File: src/hdl/ttc_consts.svh
// Constants for the thermal assertion timer and tach configuration block
// Functional notes
// (RULE1) Fast bit gives one tach measurement per 250 ms
// (RULE2) Continuous bit measures tach regardless of drive
// (RULE3) Continuous bit disables pulse stretching for that fan
// (RULE4) Lock bit makes tach config register read-only
// (RULE5) Status bits 7:1 read zero below 45.52 ms
// (RULE6) Status bit 0 set on assertion, read-clears
// (RULE7) Past 45.52 ms bit 0 is timer LSB
// (RULE8) Elapsed time counts 22.76 ms steps to 5.82 s
// (RULE9) Limit register holds 8-bit duration, 22.76 ms steps
// (RULE10) Time over limit sets thermal limit flag
// (RULE11) Zero limit flags immediately on assertion
// (RULE12) Status and limit registers reset to 0x00
// (RULE13) Pulses-per-revolution register resets to 0x55
// (RULE14) Pulse field code n counts n+1 pulses
// (RULE15) Timer runs only while asserted, saturates
`ifndef TTC_CONSTS_SVH
`define TTC_CONSTS_SVH

`define TTC_ADDR_STATUS     8'h79
`define TTC_ADDR_LIMIT      8'h7A
`define TTC_ADDR_PPR        8'h7B
`define TTC_ADDR_CFG        8'h7E

`define TTC_RST_STATUS      8'h00
`define TTC_RST_LIMIT       8'h00
`define TTC_RST_PPR         8'h55
`define TTC_RST_CFG         8'h00

`define TTC_CFG_FAST_BIT    3
`define TTC_CFG_DC_LSB      4

`define TTC_CNT_FULL        8'hFF
`define TTC_CNT_REPORT_MIN  8'h02

`define TTC_CLK_HZ          200000000
`define TTC_STEP_US         22760
`define TTC_FAST_MS         250
`define TTC_SLOW_MS         1000
`define TTC_STEP_CYC        ((`TTC_CLK_HZ / 1000000) * `TTC_STEP_US)
`define TTC_FAST_CYC        ((`TTC_CLK_HZ / 1000) * `TTC_FAST_MS)
`define TTC_SLOW_CYC        ((`TTC_CLK_HZ / 1000) * `TTC_SLOW_MS)

`endif

File: src/hdl/ttc_pkg.sv
// Types for the thermal assertion timer and tach configuration block
package ttc_pkg;
  typedef enum logic [0:0] {
    TTC_IDLE = 1'b0,
    TTC_RUN  = 1'b1
  } ttc_state_t;
endpackage

File: src/hdl/ttc_top.sv
// Thermal assertion timer, timer limit and tach configuration registers
`timescale 1ns/1ps
`include "ttc_consts.svh"
module ttc_top #(
  parameter int unsigned STEP_CYC = `TTC_STEP_CYC,
  parameter int unsigned FAST_CYC = `TTC_FAST_CYC,
  parameter int unsigned SLOW_CYC = `TTC_SLOW_CYC
) (
  input  wire logic       ref_clk_i,
  input  wire logic       nrst_i,
  input  wire logic [7:0] reg_addr_i,
  input  wire logic       reg_wr_i,
  input  wire logic       reg_rd_i,
  input  wire logic [7:0] reg_wdata_i,
  output logic      [7:0] reg_rdata_o,
  input  wire logic       config_lock_i,
  input  wire logic       thermal_overload_pin_i,
  input  wire logic       limit_flag_clr_i,
  output logic            thermal_limit_flag_o,
  input  wire logic [3:0] fan_drive_on_i,
  output logic      [3:0] tach_gate_o,
  output logic      [3:0] pulse_stretch_en_o,
  output logic            tach_measure_tick_o,
  output logic [3:0][2:0] pulses_per_meas_o
);

  ttc_pkg::ttc_state_t state;
  ttc_pkg::ttc_state_t next_state;
  logic [7:0]  elapsed_time_bits;
  logic [7:0]  next_elapsed_time_bits;
  logic        assert_seen_lsb;
  logic        next_assert_seen_lsb;
  logic [31:0] step_cnt;
  logic [31:0] next_step_cnt;
  logic [7:0]  assert_duration_limit;
  logic [7:0]  next_assert_duration_limit;
  logic [7:0]  ppr;
  logic [7:0]  next_ppr;
  logic [7:0]  cfg;
  logic [7:0]  next_cfg;
  logic [31:0] meas_cnt;
  logic [31:0] next_meas_cnt;
  logic        next_flag;
  logic        next_tick;
  logic [7:0]  next_rdata;
  logic [3:0]  next_gate;
  logic [3:0]  next_stretch;
  logic [3:0][2:0] next_ppm;
  logic        rise;
  logic        rd_status;

  function automatic logic hit(input logic [7:0] a, input logic [7:0] r);
    hit = (a == r);
  endfunction

  function automatic logic [7:0] status_view(input logic [7:0] cnt,
                                             input logic       seen);
    // Short assertions only report the seen bit
    if (cnt >= `TTC_CNT_REPORT_MIN) begin // [RULE5] [RULE7]
      status_view = cnt;
    end else begin
      status_view = {7'h00, seen};
    end
  endfunction

  assign rise      = (state == ttc_pkg::TTC_IDLE) && thermal_overload_pin_i;
  assign rd_status = reg_rd_i && hit(reg_addr_i, `TTC_ADDR_STATUS);

  always_comb begin
    next_state = thermal_overload_pin_i ? ttc_pkg::TTC_RUN
                                        : ttc_pkg::TTC_IDLE;
    next_step_cnt          = step_cnt;
    next_elapsed_time_bits = elapsed_time_bits;
    next_assert_seen_lsb   = assert_seen_lsb;
    // Residual step count is kept so short pulses still add up
    if (thermal_overload_pin_i) begin // [RULE15]
      if (step_cnt >= STEP_CYC - 1) begin
        next_step_cnt = 32'h0000_0000;
        if (elapsed_time_bits != `TTC_CNT_FULL) begin // [RULE8] [RULE15]
          next_elapsed_time_bits = elapsed_time_bits + 8'h01;
        end
      end else begin
        next_step_cnt = step_cnt + 32'h0000_0001;
      end
    end
    if (rd_status) begin // [RULE6]
      next_assert_seen_lsb   = 1'b0;
      next_elapsed_time_bits = 8'h00;
    end
    // A new assertion beats a read in the same cycle
    if (rise) begin // [RULE6]
      next_assert_seen_lsb = 1'b1;
    end
  end

  always_comb begin
    next_assert_duration_limit = assert_duration_limit;
    next_ppr = ppr;
    next_cfg = cfg;
    if (reg_wr_i && hit(reg_addr_i, `TTC_ADDR_LIMIT)) begin // [RULE9]
      next_assert_duration_limit = reg_wdata_i;
    end
    if (reg_wr_i && hit(reg_addr_i, `TTC_ADDR_PPR)) begin
      next_ppr = reg_wdata_i;
    end
    if (reg_wr_i && hit(reg_addr_i, `TTC_ADDR_CFG)
        && !config_lock_i) begin // [RULE4]
      next_cfg = reg_wdata_i;
    end
    next_rdata = reg_rdata_o;
    if (reg_rd_i) begin
      case (reg_addr_i)
        `TTC_ADDR_STATUS: begin
          next_rdata = status_view(elapsed_time_bits, assert_seen_lsb);
        end
        `TTC_ADDR_LIMIT: begin
          next_rdata = assert_duration_limit;
        end
        `TTC_ADDR_PPR: begin
          next_rdata = ppr;
        end
        `TTC_ADDR_CFG: begin
          next_rdata = cfg;
        end
        default: begin
          next_rdata = 8'h00;
        end
      endcase
    end
  end

  always_comb begin
    next_flag = thermal_limit_flag_o;
    if (limit_flag_clr_i) begin
      next_flag = 1'b0;
    end
    if (elapsed_time_bits > assert_duration_limit) begin // [RULE10]
      next_flag = 1'b1;
    end
    if (rise && (assert_duration_limit == 8'h00)) begin // [RULE11]
      next_flag = 1'b1;
    end
    next_tick     = 1'b0;
    next_meas_cnt = meas_cnt + 32'h0000_0001;
    if (cfg[`TTC_CFG_FAST_BIT]) begin // [RULE1]
      if (meas_cnt >= FAST_CYC - 1) begin
        next_meas_cnt = 32'h0000_0000;
        next_tick     = 1'b1;
      end
    end else if (meas_cnt >= SLOW_CYC - 1) begin
      next_meas_cnt = 32'h0000_0000;
      next_tick     = 1'b1;
    end
  end

  for (genvar f = 0; f < 4; f++) begin : g_fan
    always_comb begin
      next_gate[f] = cfg[`TTC_CFG_DC_LSB + f]
                     | fan_drive_on_i[f]; // [RULE2]
      next_stretch[f] = ~cfg[`TTC_CFG_DC_LSB + f]; // [RULE3]
      next_ppm[f] = {1'b0, ppr[2*f +: 2]} + 3'h1; // [RULE14]
    end
  end

  always_ff @(posedge ref_clk_i) begin
    if (!nrst_i) begin
      state                 <= ttc_pkg::TTC_IDLE;
      step_cnt              <= 32'h0000_0000;
      elapsed_time_bits     <= `TTC_RST_STATUS; // [RULE12]
      assert_seen_lsb       <= 1'b0;
      assert_duration_limit <= `TTC_RST_LIMIT; // [RULE12]
      ppr                   <= `TTC_RST_PPR; // [RULE13]
      cfg                   <= `TTC_RST_CFG;
      meas_cnt              <= 32'h0000_0000;
      reg_rdata_o           <= 8'h00;
      thermal_limit_flag_o  <= 1'b0;
      tach_measure_tick_o   <= 1'b0;
      tach_gate_o           <= 4'h0;
      pulse_stretch_en_o    <= 4'hF;
      pulses_per_meas_o     <= '0;
    end else begin
      state                 <= next_state;
      step_cnt              <= next_step_cnt;
      elapsed_time_bits     <= next_elapsed_time_bits;
      assert_seen_lsb       <= next_assert_seen_lsb;
      assert_duration_limit <= next_assert_duration_limit;
      ppr                   <= next_ppr;
      cfg                   <= next_cfg;
      meas_cnt              <= next_meas_cnt;
      reg_rdata_o           <= next_rdata;
      thermal_limit_flag_o  <= next_flag;
      tach_measure_tick_o   <= next_tick;
      tach_gate_o           <= next_gate;
      pulse_stretch_en_o    <= next_stretch;
      pulses_per_meas_o     <= next_ppm;
    end
  end

  property p_lock;
    @(posedge ref_clk_i) disable iff (!nrst_i)
    (config_lock_i && reg_wr_i && hit(reg_addr_i, `TTC_ADDR_CFG))
      |=> (cfg == $past(cfg));
  endproperty
  a_lock: assert property (p_lock) else $error("cfg changed"); // [RULE4]

  property p_stretch;
    @(posedge ref_clk_i) disable iff (!nrst_i)
    nrst_i |=> (pulse_stretch_en_o == ~$past(cfg[7:4]));
  endproperty
  a_stretch: assert property (p_stretch) else $error("bad stretch"); // [RULE3]

  property p_gate;
    @(posedge ref_clk_i) disable iff (!nrst_i)
    nrst_i |=> (tach_gate_o == ($past(cfg[7:4]) | $past(fan_drive_on_i)));
  endproperty
  a_gate: assert property (p_gate) else $error("tach gate wrong"); // [RULE2]

  property p_upper;
    @(posedge ref_clk_i) disable iff (!nrst_i)
    (rd_status && elapsed_time_bits < 8'h02) |=> (reg_rdata_o[7:1] == 7'h00);
  endproperty
  a_upper: assert property (p_upper) else $error("bits 7:1 set"); // [RULE5]

  property p_seen;
    @(posedge ref_clk_i) disable iff (!nrst_i)
    rise |=> assert_seen_lsb ##1 (assert_seen_lsb || $past(rd_status));
  endproperty
  a_seen: assert property (p_seen) else $error("seen bit not set"); // [RULE6]

  property p_clear;
    @(posedge ref_clk_i) disable iff (!nrst_i)
    (rd_status && !rise) |=> !assert_seen_lsb;
  endproperty
  a_clear: assert property (p_clear) else $error("seen stuck"); // [RULE6]

  property p_sat;
    @(posedge ref_clk_i) disable iff (!nrst_i)
    (elapsed_time_bits == 8'hFF && !rd_status)
      |=> (elapsed_time_bits == 8'hFF);
  endproperty
  a_sat: assert property (p_sat) else $error("timer wrapped"); // [RULE15]

  property p_hold;
    @(posedge ref_clk_i) disable iff (!nrst_i)
    !thermal_overload_pin_i
      |=> (elapsed_time_bits <= $past(elapsed_time_bits));
  endproperty
  a_hold: assert property (p_hold) else $error("timer ran idle"); // [RULE15]

  property p_imm;
    @(posedge ref_clk_i) disable iff (!nrst_i)
    (rise && assert_duration_limit == 8'h00) |=> thermal_limit_flag_o;
  endproperty
  a_imm: assert property (p_imm) else $error("no immediate flag"); // [RULE11]

  property p_limit;
    @(posedge ref_clk_i) disable iff (!nrst_i)
    (elapsed_time_bits > assert_duration_limit) |=> thermal_limit_flag_o;
  endproperty
  a_limit: assert property (p_limit) else $error("flag missed"); // [RULE10]

  property p_ppm;
    @(posedge ref_clk_i) disable iff (!nrst_i)
    nrst_i |=> (pulses_per_meas_o[0] == {1'b0, $past(ppr[1:0])} + 3'h1);
  endproperty
  a_ppm: assert property (p_ppm) else $error("pulse count wrong"); // [RULE14]

endmodule

File: config.mk
export PLATFORM = sky130hd
export DESIGN_NAME = ttc_top
export DESIGN_NICKNAME = d
export VERILOG_FILES = /design/src/hdl/ttc_pkg.sv /design/src/hdl/ttc_top.sv
export VERILOG_INCLUDE_DIRS = /design/src /design/src/hdl
export SDC_FILE = /design/constraint.sdc
export NUM_CORES = 1
export LEC_CHECK = 0
export BUFFER_PORTS_ARGS = -buffer_cell sky130_fd_sc_hd__buf_2
export CORE_UTILIZATION = 40
export DETAILED_ROUTE_END_ITERATION = 8
export SLEW_MARGIN = 15
export SYNTH_ARGS = -nofsm -noshare
export SYNTH_HDL_FRONTEND = slang
export SYNTH_SLANG_ARGS = --single-unit
File: constraint.sdc
create_clock -name ref_clk_i -period 3 [get_ports ref_clk_i]
set_input_delay 0.9 -clock ref_clk_i [delete_from_list [all_inputs] [get_ports ref_clk_i]]
set_output_delay 0.9 -clock ref_clk_i [all_outputs]
set_load 0.005 [all_outputs]
==> results of run 1 <==
[cells in the final DEF, fill, tap and decap left out, types with 7 or more instances in the layout]
cell / instances
dfxtp_1: 128
nor2_1: 79
nand2_1: 69
buf_2: 56
nand3_1: 48
xor2_1: 35
nor2b_1: 21
xnor2_1: 20
inv_1: 18
clkbuf_16: 17
ha_1: 16
a21boi_0: 15
and3_1: 14
nand4_1: 14
a21oi_1: 12
nor3_1: 10
and2_1: 10
mux2i_1: 10
buf_4: 10
o21a_1: 8
o21ai_0: 8
nor4_1: 7
a222oi_1: 7
a22o_1: 7
[power groups by stage]
stage | registers, mW | logic (mW) | clock network, mW
floorplan | 1.76 | 0.0541 | 0
global placement | 1.76 | 0.100 | 0
detailed placement | 1.76 | 0.102 | 0
CTS | 1.72 | 0.102 | 2.12
global route | 1.73 | 0.112 | 2.21
finish | 1.72 | 0.102 | 2.08
[per-layer routing]
metal | vias up | wire [um] | GRT usage, %
met5 | - | 0 | 0
met4 | 0 | 207 | 7.81
met3 | 20 | 692 | 5.61
met2 | 109 | 5980 | 29.3
met1 | 2208 | 6210 | 25.0
li1 | 2315 | - | -
[state kept, by name, indices dropped and copies added (netlist names)]
name and count:
meas_cnt 32, step_cnt 32, pulses_per_meas_o 12, assert_duration_limit 8, cfg 8, elapsed_time_bits 8, ppr 8, reg_rdata_o 8
pulse_stretch_en_o 4, tach_gate_o 4, assert_seen_lsb 1, state 1, tach_measure_tick_o 1, thermal_limit_flag_o 1
[layout make-up]
type / count / area share [%]
repair buffers: 66 / 5.31
flip-flops and latches: 128 / 38.3
inverters: 18 / 1.01
clock inverters: 13 / 2.28
multi-input cells: 462 / 43.0
clock buffers: 19 / 6.77
well taps: 176 / 3.29
[cells by family after synthesis]
kind of cell / share of synthesized area (%)
multiplexers: 1.79
flip-flops: 45.9
buffers and inverters: 2.71
XOR/XNOR: 8.63
AND/OR/NAND/NOR: 26.5
AO/OA/AOI/OAI: 10.8
other: 0.0672
adder cells (fa/ha/maj): 3.59
[cell usage after synthesis (all sizes together), types with 2 or more instances]
| cell | count | area share [%] |
|---|---|---|
| inv | 18 | 1.2 |
| a22o | 7 | 1.1 |
| mux2i | 10 | 1.8 |
| nor3 | 11 | 1.1 |
| buf | 7 | 0.63 |
| nor2b | 21 | 2.4 |
| and3 | 14 | 1.6 |
| o31ai | 2 | 0.27 |
| or4 | 2 | 0.27 |
| nand4 | 14 | 1.6 |
| o211ai | 3 | 0.40 |
| and4 | 5 | 0.78 |
| a21boi | 15 | 2.0 |
| ha | 16 | 3.6 |
| a222oi | 7 | 1.3 |
| o21ai | 9 | 0.87 |
| a21oi | 12 | 1.1 |
| and2 | 10 | 1.1 |
| nand3b | 3 | 0.40 |
| nor4 | 11 | 1.8 |
| nand3 | 48 | 4.3 |
| clkbuf | 13 | 0.87 |
| a31oi | 2 | 0.22 |
| xor2 | 35 | 5.5 |
| a41oi | 3 | 0.47 |
| nand2 | 69 | 4.6 |
| o21a | 8 | 1.1 |
| xnor2 | 20 | 3.1 |
| nor2 | 79 | 5.3 |
| or3 | 4 | 0.54 |
| o2111ai | 2 | 0.31 |
| dfxtp | 128 | 46 |
| a211oi | 2 | 0.27 |
[final timing paths]
check / startpoint / endpoint / depth (start not counted)
setup / recovery: reg_addr_i[7] / cfg[4]$_SDFFE_PN0P_ / 7
setup reg to reg: meas_cnt[7]$_SDFF_PN0_ / meas_cnt[22]$_SDFF_PN0_ / 6
hold / removal: cfg[6]$_SDFFE_PN0P_ / pulse_stretch_en_o[2]$_SDFF_PN1_ / 1
hold reg to reg: cfg[6]$_SDFFE_PN0P_ / pulse_stretch_en_o[2]$_SDFF_PN1_ / 1
[worst max-delay path, delay by kind of cell]
family	cells	cell delay, ns
buffers and inverters	1	0.10
multiplexers	1	0.31
AND/OR/NAND/NOR	5	1.24
==> impl_results.md, run 1 <==
* Internal Dissipation at 3.04 mW
* Setup repair after global routing missed its margin: false
* CTS sink count at 128
* Least setup slack across all paths after layout at 0.760 ns
* Number of setup violations in the final report at 0
* Slowest CP cell: nand3b_1
* Final ANT Viol Nets at 0
* Total number of vias at approximately 4,700
* Layout cells sized above 1 at 15.3%
* Final antenna diode count at 0
* Area overhead of the layout relative to synthesis at 19.9%
* Register bit count reported by yosys at 128
* Yosys synthesis warning count at 0
* Count of flip-flops with a built-in enable after synthesis at 0
* Remaining max-slew budget at the tightest pin at 47.5%
* Final period util at 74.7%
* Post-layout net count at 736
* WS Path Type: input port to flop
* Source-to-sink clock delay at the later pin of the worst-skew pair at 0.42 ns
* Total wirelength of the detailed-routed design at 13,100 um
* Final Core Density at 49.9%
* Hold buffer count at cts at 0
* Status: finished clean
* Leakage at 2.59 nW
* Net Sw Power at 0.870 mW
* Synthesized instance count at 625
* Wire length of the first global-routing pass at ~21,000 um
* Initial antenna violation count at 0
* Number of setup buffers added after CTS at 0
* Cells along the critical path: buf_2, nor2b_1, nand4_1, nor4_2, nand3b_1, mux2i_1, nor2b_1
* Total iterations of the first detailed-routing run at 5
* Area taken by multi-input logic gates at 2880 um^2
* # Max-Cap Violations at 0
* Post-detailed-placement cell area at 6080 um^2
* Mapped cell area at 5580 um^2
* GRT Residual Overflow at 0
* Footprint of the flip-flops and latches at between 2000 and 3000 um^2
* Overall die area at 14,400 um^2
* Number of buffers created by CTS at 17
* Final weighted congestion in routability-driven placement at around 0.82
* Prevailing post-synth register cell: dfxtp_1
* Y dimension of the die at about 120 um
* Achievable clock frequency at 446 MHz
* Pin count of the biggest net entering global routing at 32
* Area of the core at 13,400 um^2
* Horizontal die dimension at 120 um
* Mean number of vias per cell at 5.27
* Clk pwr share at a little over half
* Sw frac at 22.3%
* Number of hold-slack violations in the final timing report at 0
* Worst hold path type: flop to flop
* # placed instances at 850
* Part of the power in combinational logic at around 2.6%
* Clock Skews at 0.00871 ns
* Average wire per cell in the routed design at 14.8 um
* Mean cell area of the mapped netlist at slightly below 9 um^2
* Post-cts gate resize count at 0
* Detailed-placement wirelength estimate at 9020 um
* Most frequent cell on the critical path: nor2b_1
* Final cell area excluding filler cells at about 6700 um^2
* Fin cells at 882
* Clock transition at the registers of the reported paths at 0.06 ns
* DRC errors left at 0
* Hold_ws at 0.431 ns
* Clock tree root driver cell: clkbuf_16
* Initial standard-cell utilization of the core at 41.7%
* Data required time at the worst endpoint at about 3.3 ns
* Maximum level of the CTS H-tree at 4
* Final setup TNS at 0 ns
* Worst Tran Pin Value at between 0.7 and 0.8 ns
* Worst-case clock buffer depth at 2
* IO Port Bufs at 56
* Share of synthesized area occupied by flip-flops and latches at 45.9%
* Slowest cell delay on critical path at 0.49 ns
* Power share of the sequential group at approximately 44%
* Startpoint class of the critical path: input port
* Proportion of synthesized flip-flops having asynchronous set or reset at 0%
* Power density over cell area at roughly 580 nW/um^2
* TritonCTS clock tree: yes
* Placement row count at 42
* Global-route total usage across every layer at a little under a fifth
* Max-slew violation count at 0
* Setup WS pre-CTS at 0.325 ns
* Vias in the first global route at 4,430
* IR Drop Worst-Case VDD at 0.430 mV
* Period minus WS final at between 2 and 2.5 ns
* Final Total Pwr at 3.91 mW
* Critical path arrival at 2.55 ns
* FF-to-FF setup slack at 0.89 ns
* Distinct cell type count of the synthesized netlist at 53
* Number of I/O pins at 57
* Worst-path fanout max at 8
* Setup crit end kind: flop
* Total of fill cells in the finished design at about 1,300
* Starting DRT DRC Count at 393
(Power assumes the default switching activity.)
==> run 2, diff against run 1 <==
- clock period: 3 -> 2.2 ns (I/O delays scaled with it)
==> run 2 against run 1 <==
  * Sequential cell count unchanged
  * Hold slack worse by 0.0044 ns
  * Critical path depth unchanged
==> impl_results.md, run 2 (synthesis results as in run 1) <==
* Leakage at 2.66 nW (was 2.59 nW)
* Total iterations of the first detailed-routing run at 6 (was 5)
* WS Path Type: flop to flop (was input port to flop)
* Data required time at the worst endpoint at 2.55 ns (was 3.31 ns)
* Layout cells sized above 1 at 16.6% (was 15.3%)
* Clock Skews at 0.00586 ns (was 0.00871 ns)
* Number of hold-slack violations in the final timing report at 0 (unchanged)
* Final period util at 93.6%
* Wire length of the first global-routing pass at 21,100 um (was 21,400 um)
* Final setup TNS at 0 ns (unchanged)
* Vias in the first global route at 4,283 (was 4,430)
* Least setup slack across all paths after layout at 0.141 ns (was 0.760 ns)
* IR Drop Worst-Case VDD at 0.528 mV (was 0.430 mV)
* Total wirelength of the detailed-routed design at 13,200 um (was 13,100 um)
* Initial antenna violation count at 0 (unchanged)
* Maximum level of the CTS H-tree at 4 (unchanged)
* Largest registers: meas_cnt (32), step_cnt (32), pulses_per_meas_o (12) (unchanged)
* Final weighted congestion in routability-driven placement at 0.866 (was 0.824)
* Total number of vias at 4,692 (was 4,652)
* Placement row count at 42 (unchanged)
* Setup repair after global routing missed its margin: false (unchanged)
* Global-route total usage across every layer at 18.8% (was 19.1%)
* Starting DRT DRC Count at 329 (was 393)
* Number of I/O pins at 57 (unchanged)
* Hold buffer count at cts at 0 (unchanged)
* Y dimension of the die at 120 um (unchanged)
* Final antenna diode count at 0 (unchanged)
* Max-slew violation count at 0 (unchanged)
* Setup WS pre-CTS at 0.0684 ns (was 0.325 ns)
* DRC errors left at 0 (unchanged)
* Final ANT Viol Nets at 0 (unchanged)
* Area of the core at 13,400 um^2 (unchanged)
* Setup crit end kind: flop (unchanged)
* Startpoint class of the critical path: flop (was input port)
* Initial standard-cell utilization of the core at 41.7% (unchanged)
* Status: finished clean (unchanged)
* Overall die area at 14,400 um^2 (unchanged)
* Horizontal die dimension at 120 um (unchanged)
* Achievable clock frequency at 486 MHz
* Average wire per cell in the routed design at 14.7 um (was 14.8 um)
* Total of fill cells in the finished design at 1,286 (unchanged)
* Number of setup violations in the final report at 0 (unchanged)
* Area overhead of the layout relative to synthesis at 22.2% (was 19.9%)
* Source-to-sink clock delay at the later pin of the worst-skew pair at 0.41 ns (was 0.42 ns)
* Critical path arrival at 2.41 ns (was 2.55 ns)
* Commonest non-fill, non-tap cells in the layout: dfxtp_1 (128), nor2_1 (79), nand2_1 (69) (unchanged)
* TritonCTS clock tree: yes (unchanged)
* Mean number of vias per cell at 5.25 (was 5.27)
* GRT Residual Overflow at 0 (unchanged)
* Pin count of the biggest net entering global routing at 32 (unchanged)
* Clock transition at the registers of the reported paths at 0.06 ns (about the same)
* # Max-Cap Violations at 0 (unchanged)
* Post-layout net count at 748 (was 736)
* Worst hold path type: flop to flop (unchanged)
* CTS sink count at 128 (unchanged)
* Worst-case clock buffer depth at 2 (unchanged)
* Routed met1 length at 6310 um (was 6210 um)
* IO Port Bufs at 56 (unchanged)
* Final Total Pwr at 5.42 mW (was 3.91 mW)
* Clock tree root driver cell: clkbuf_16 (unchanged)
* Worst-path fanout max at 31 (was 8)
* Met3 Routed Length at 757 um (was 692 um)
* Power density over cell area at 795 nW/um^2 (was 584 nW/um^2)
* Final Core Density at 50.9% (was 49.9%)
* Most common cell after layout, fill and taps aside: dfxtp_1 (unchanged)
* Number of buffers created by CTS at 17 (unchanged)
* Met2 layer wire length in the routed design at 5940 um (was 5980 um)
* Uppermost signal routing layer after detailed routing: met4 (unchanged)
* Period minus WS final at 2.06 ns
* Detailed-placement wirelength estimate at 9310 um (was 9020 um)
[run 2: cell types whose count changed in the layout (fill, tap and decap cells not counted), sizes merged]
cell	previous run	this run
buf	66	78
bufinv	2	3
clkinvlp	3	1
inv	22	23
[run 2: where the power goes]
group	switching (mW)	total [mW]	internal, mW
clock network	1.08	2.92	1.84
logic	0.0839	0.148	0.0644
registers	0.0109	2.35	2.34
total	1.18	5.42	4.24
[run 2: layer usage]
layer	up-vias	track usage (%)
met1	2227	24.8
met4	0	7.34
met3	16	5.61
met2	104	28.7
met5	-	0
li1	2345	-
[run 2: worst max-delay path, stage by stage (launching register included)]
cell	delay, ns
dfxtp_1	0.36
a2111oi_1	0.50
o21ai_0	0.22
o2111a_2	0.23
o21ai_2	0.23
nand2_1	0.13
buf_12	0.18
nor2_1	0.12
[run 2: per-stage QoR]
stage	cells	instance area [um^2]	hold WS, ns
floorplan	628	5590	0.383
global placement	860	6180	0.419
detailed placement	860	6180	0.417
CTS	892	6800	0.419
global route	894	6820	0.428
finish	894	6820	0.427
[run 2: path summary, 6_finish.rpt]
kind                             startpoint                          endpoint  slack, ns  cells after the start
setup / recovery  step_cnt[10]$_SDFFE_PN0P_          step_cnt[3]$_SDFFE_PN0P_       0.14                      7
hold / removal          cfg[6]$_SDFFE_PN0P_  pulse_stretch_en_o[2]$_SDFF_PN1_       0.43                      1
setup reg to reg  step_cnt[10]$_SDFFE_PN0P_          step_cnt[3]$_SDFFE_PN0P_       0.14                      7
hold reg to reg         cfg[6]$_SDFFE_PN0P_  pulse_stretch_en_o[2]$_SDFF_PN1_       0.43                      1
[run 2: repair_timing]
action	4_1_cts	5_1_grt
endpoints found under the setup margin	0	40
buffers inserted	0	2
gates resized for setup	0	1
[run 2: cell type report]
class / count / area, um^2 / share of cell area [%]
Inverter: 18 / 67.6 / 0.991
Timing Repair Buffer: 78 / 470 / 6.90
Clock inverter: 13 / 176 / 2.59
Sequential cell: 128 / 2560 / 37.6
Clock buffer: 19 / 443 / 6.49
Tap cell: 176 / 220 / 3.23
Multi-Input combinational cell: 462 / 2880 / 42.2
==> run 3, diff against run 2 <==
- ABC_AREA: not set -> 1
- MAX_ROUTING_LAYER: not set -> met4
- clock period: 2.2 -> 2.4 ns (I/O delays scaled with it)
==> run 3 against run 2 <==
  * Final cell count up 22%
  * Worst setup slack improved by 0.31 ns
  * Sequential cell count is the same
  * Die area rose by 6.4%
  * Total power fell by 10%
  * Clock-buffer cell count is 1 lower
  * Non-clock buffer count shrank 10
  * Largest power group unchanged
  * Critical path depth is 4 higher
  * Critical endpoint is now step_cnt[17]$_SDFFE_PN0P_
==> impl_results.md, run 3 <==
* Commonest non-fill, non-tap cells in the layout: nand2_1 (163), dfxtp_1 (128), inv_1 (111), nor2_1 (111), buf_2 (56) (was dfxtp_1 (128), nor2_1 (79), nand2_1 (69))
* FF-to-FF setup slack at 0.45 ns (was 0.14 ns)
* Hold_ws at 0.439 ns (was 0.427 ns)
* Leakage at 2.98 nW (was 2.66 nW)
* Placement row count at 44 (was 42)
* Power density over cell area at 691 nW/um^2 (was 795 nW/um^2)
* Prevailing post-synth register cell: dfxtp_1 (unchanged)
* Max-slew violation count at 0 (unchanged)
* DRC errors left at 0 (unchanged)
* Clock transition at the registers of the reported paths at 0.06 ns (about the same)
* Number of I/O pins at 57 (unchanged)
* Startpoint class of the critical path: flop (unchanged)
* Synthesized instance count at 817 (was 625)
* Initial standard-cell utilization of the core at 40.9% (was 41.7%)
* Pin count of the biggest net entering global routing at 28 (was 32)
* Worst hold path type: flop to flop (unchanged)
* IO Port Bufs at 56 (unchanged)
* Final Total Pwr at 4.87 mW (was 5.42 mW)
* Source-to-sink clock delay at the later pin of the worst-skew pair at 0.42 ns (was 0.41 ns)
* Total number of vias at 5,185 (was 4,692)
* Vias in the first global route at 4,785 (was 4,283)
* Register bit count reported by yosys at 128 (unchanged)
* CTS sink count at 128 (unchanged)
* Fin cells at 1,087 (was 894)
* Final period util at 81.1% (was 93.6%)
* Area of the core at 14,500 um^2 (was 13,400 um^2)
* Horizontal die dimension at 124 um (was 120 um)
* Cell type with the largest total area after synthesis: dfxtp_1 (unchanged)
* Final cell area excluding filler cells at 7060 um^2 (was 6820 um^2)
* Most common cell after layout, fill and taps aside: nand2_1 (was dfxtp_1)
* Total of fill cells in the finished design at 1,492 (was 1,286)
* Overall die area at 15,400 um^2 (was 14,400 um^2)
* Proportion of synthesized flip-flops having asynchronous set or reset at 0% (unchanged)
* Worst Path Buf+Inv at 1 (unchanged)
* Share of synthesized area occupied by flip-flops and latches at 43.1% (was 45.9%)
* Most frequent cell on the critical path: nand2_1
* Clock tree root driver cell: clkbuf_16 (unchanged)
* Yosys synthesis warning count at 0 (unchanged)
* Starting DRT DRC Count at 264 (was 329)
* Synth top area share at 43.1% (was 45.9%)
* Total wirelength of the detailed-routed design at 13,500 um (was 13,200 um)
* Layout cells sized above 1 at 14.7% (was 16.6%)
* Hold Path End: step_cnt[27]$_SDFFE_PN0P_ (was pulse_stretch_en_o[2]$_SDFF_PN1_)
* Achievable clock frequency at 514 MHz (was 486 MHz)
* Status: finished clean (unchanged)
* Post-detailed-placement cell area at 6460 um^2 (was 6180 um^2)
* Final ANT Viol Nets at 0 (unchanged)
* Critical path arrival at 2.24 ns (was 2.41 ns)
* Final setup TNS at 0 ns (unchanged)
* Number of buffers created by CTS at 17 (unchanged)
* Worst min-delay path startpoint: step_cnt[27]$_SDFFE_PN0P_ (was cfg[6]$_SDFFE_PN0P_)
* Distinct cell type count of the synthesized netlist at 38 (was 53)
* Y dimension of the die at 124 um (was 120 um)
* Post-cts gate resize count at 0 (unchanged)
* Clock Skews at 0.0106 ns (was 0.00586 ns)
* Cell with the most instances after synthesis: nand2_1 (was dfxtp_1)
* Slowest cell delay on critical path at 0.37 ns (was 0.50 ns)
* Largest registers: meas_cnt (32), step_cnt (32), pulses_per_meas_o (12) (unchanged)
* Worst-case clock buffer depth at 2 (unchanged)
* Maximum level of the CTS H-tree at 4 (unchanged)
* GRT Residual Overflow at 0 (unchanged)
* Worst R2R End: step_cnt[17]$_SDFFE_PN0P_ (was step_cnt[3]$_SDFFE_PN0P_)
* Setup crit end kind: flop (unchanged)
* WS Path Type: flop to flop (unchanged)
* Setup repair after global routing missed its margin: false (unchanged)
* Number of setup buffers added after CTS at 0 (unchanged)
* Count of flip-flops with a built-in enable after synthesis at 0 (unchanged)
* Synth top cells by count: nand2_1 (163), dfxtp_1 (128), inv_1 (111), nor2_1 (111), a21oi_1 (48) (was dfxtp_1 (128), nor2_1 (79), nand2_1 (69))
* Start of the worst register-to-register path: step_cnt[0]$_SDFFE_PN0P_ (was step_cnt[10]$_SDFFE_PN0P_)
* Setup WS pre-CTS at 0.261 ns (was 0.0684 ns)
* Depth of the worst hold-timing path at 2 (was 1)
* Data required time at the worst endpoint at 2.69 ns (was 2.55 ns)
* Post-layout net count at 933 (was 748)
* Period minus WS final at 1.95 ns (was 2.06 ns)
* Total iterations of the first detailed-routing run at 5 (was 6)
* Final weighted congestion in routability-driven placement at 0.892 (was 0.866)
* Mean cell area of the mapped netlist at 7.28 um^2 (was 8.93 um^2)
* Wire length of the first global-routing pass at 22,400 um (was 21,100 um)
* Initial antenna violation count at 0 (unchanged)
* Global-route total usage across every layer at 19.6% (was 18.8%)
* # placed instances at 1,055 (was 860)
* IR Drop Worst-Case VDD at 0.521 mV (was 0.528 mV)
* Least setup slack across all paths after layout at 0.454 ns (was 0.141 ns)
* Hold buffer count at cts at 0 (unchanged)
* Mapped cell area at 5940 um^2 (was 5580 um^2)
* Average wire per cell in the routed design at 12.4 um (was 14.7 um)
* Mean number of vias per cell at 4.77 (was 5.25)
* Leading post-synthesis cells by cell area: dfxtp_1 (43%), nand2_1 (10%), inv_1 (7.0%), nor2_1 (7.0%), a21oi_1 (4.0%) (was dfxtp_1 (46%), xor2_1 (5.5%), nor2_1 (5.3%), nand2_1 (4.6%), nand3_1 (4.3%))
* # Max-Cap Violations at 0 (unchanged)
* Detailed-placement wirelength estimate at 10,000 um (was 9310 um)
* Slowest CP cell: dfxtp_1 (was a2111oi_1)
* Final Core Density at 48.6% (was 50.9%)
* Number of hold-slack violations in the final timing report at 0 (unchanged)
* Reg2reg path depth at 11 (was 7)
* Kind of cell with the highest combined delay on the critical path: simple AND/OR/NAND/NOR gates (was compound AO/OA/AOI/OAI gates)
* TritonCTS clock tree: yes (unchanged)
* Worst-path fanout max at 22 (was 31)
* Number of setup violations in the final report at 0 (unchanged)
* Final antenna diode count at 0 (unchanged)
* Area overhead of the layout relative to synthesis at 18.7% (was 22.2%)
* Cells along the critical path: ha_1, nand3_1, o21ai_0, nand2_1, nand2_1, nand2_1, nand2_2, nand2_1, nand2_1, buf_4, nor2_1 (was a2111oi_1, o21ai_0, o2111a_2, o21ai_2, nand2_1, buf_12, nor2_1)
## run 3: worst max path at each step
stage	startpoint	endpoint	slack (ns)	cells past startpoint
after floorplan	reg_addr_i[0]	cfg[0]$_SDFFE_PN0P_	0.56	6
after global placement	reg_addr_i[7]	assert_duration_limit[3]$_SDFFE_PN0P_	0.32	7
after detailed placement	reg_addr_i[7]	assert_duration_limit[2]$_SDFFE_PN0P_	0.26	7
after CTS	step_cnt[0]$_SDFFE_PN0P_	step_cnt[17]$_SDFFE_PN0P_	0.44	11
after global routing	step_cnt[0]$_SDFFE_PN0P_	elapsed_time_bits[2]$_SDFFE_PP0P_	0.22	11
final	step_cnt[0]$_SDFFE_PN0P_	step_cnt[17]$_SDFFE_PN0P_	0.45	11
## run 3: power breakdown
part / switching (mW) / total [mW] / leakage [nW] / internal (mW)
clock network: 1.01 / 2.58 / 0.276 / 1.57
registers: 0.00928 / 2.16 / 1.04 / 2.15
logic: 0.0911 / 0.142 / 1.66 / 0.0513
total: 1.11 / 4.87 / 2.98 / 3.77
## run 3: tightest hold or removal path: stages (launching register included)
cell and delay, ns:
dfxtp_1 0.31, nand2_1 0.06, nor2_1 0.03
## run 3: layout make-up
| class | count | area, um^2 | share of cell area, % |
|---|---|---|---|
| sequential | 128 | 2560 | 36.3 |
| clock buffer | 18 | 439 | 6.22 |
| clock inverter | 14 | 155 | 2.20 |
| inverter | 116 | 435 | 6.17 |
| tap | 184 | 230 | 3.26 |
| timing repair buffer | 68 | 370 | 5.25 |
| multi-input combinational | 559 | 2870 | 40.6 |
## run 3: layer usage
metal  GRT usage [%]  wire [um]
met5               -          0
met4            7.89        255
met3            5.04        452
met2            27.7       5820
met1            26.5       6960
## run 3: kinds of logic (layout without fill, tap and decap cells)
logic type      Yosys count  count (layout)  synth area share [%]
compound gates          107             107                  9.43
xor+xnor                 34              34                  5.01
fa+ha+maj                16              16                  3.37
buf+inv                 133             216                  8.88
flops                   128             128                  43.1
other cells               1               4                0.0631
simple gates            398             398                  30.1
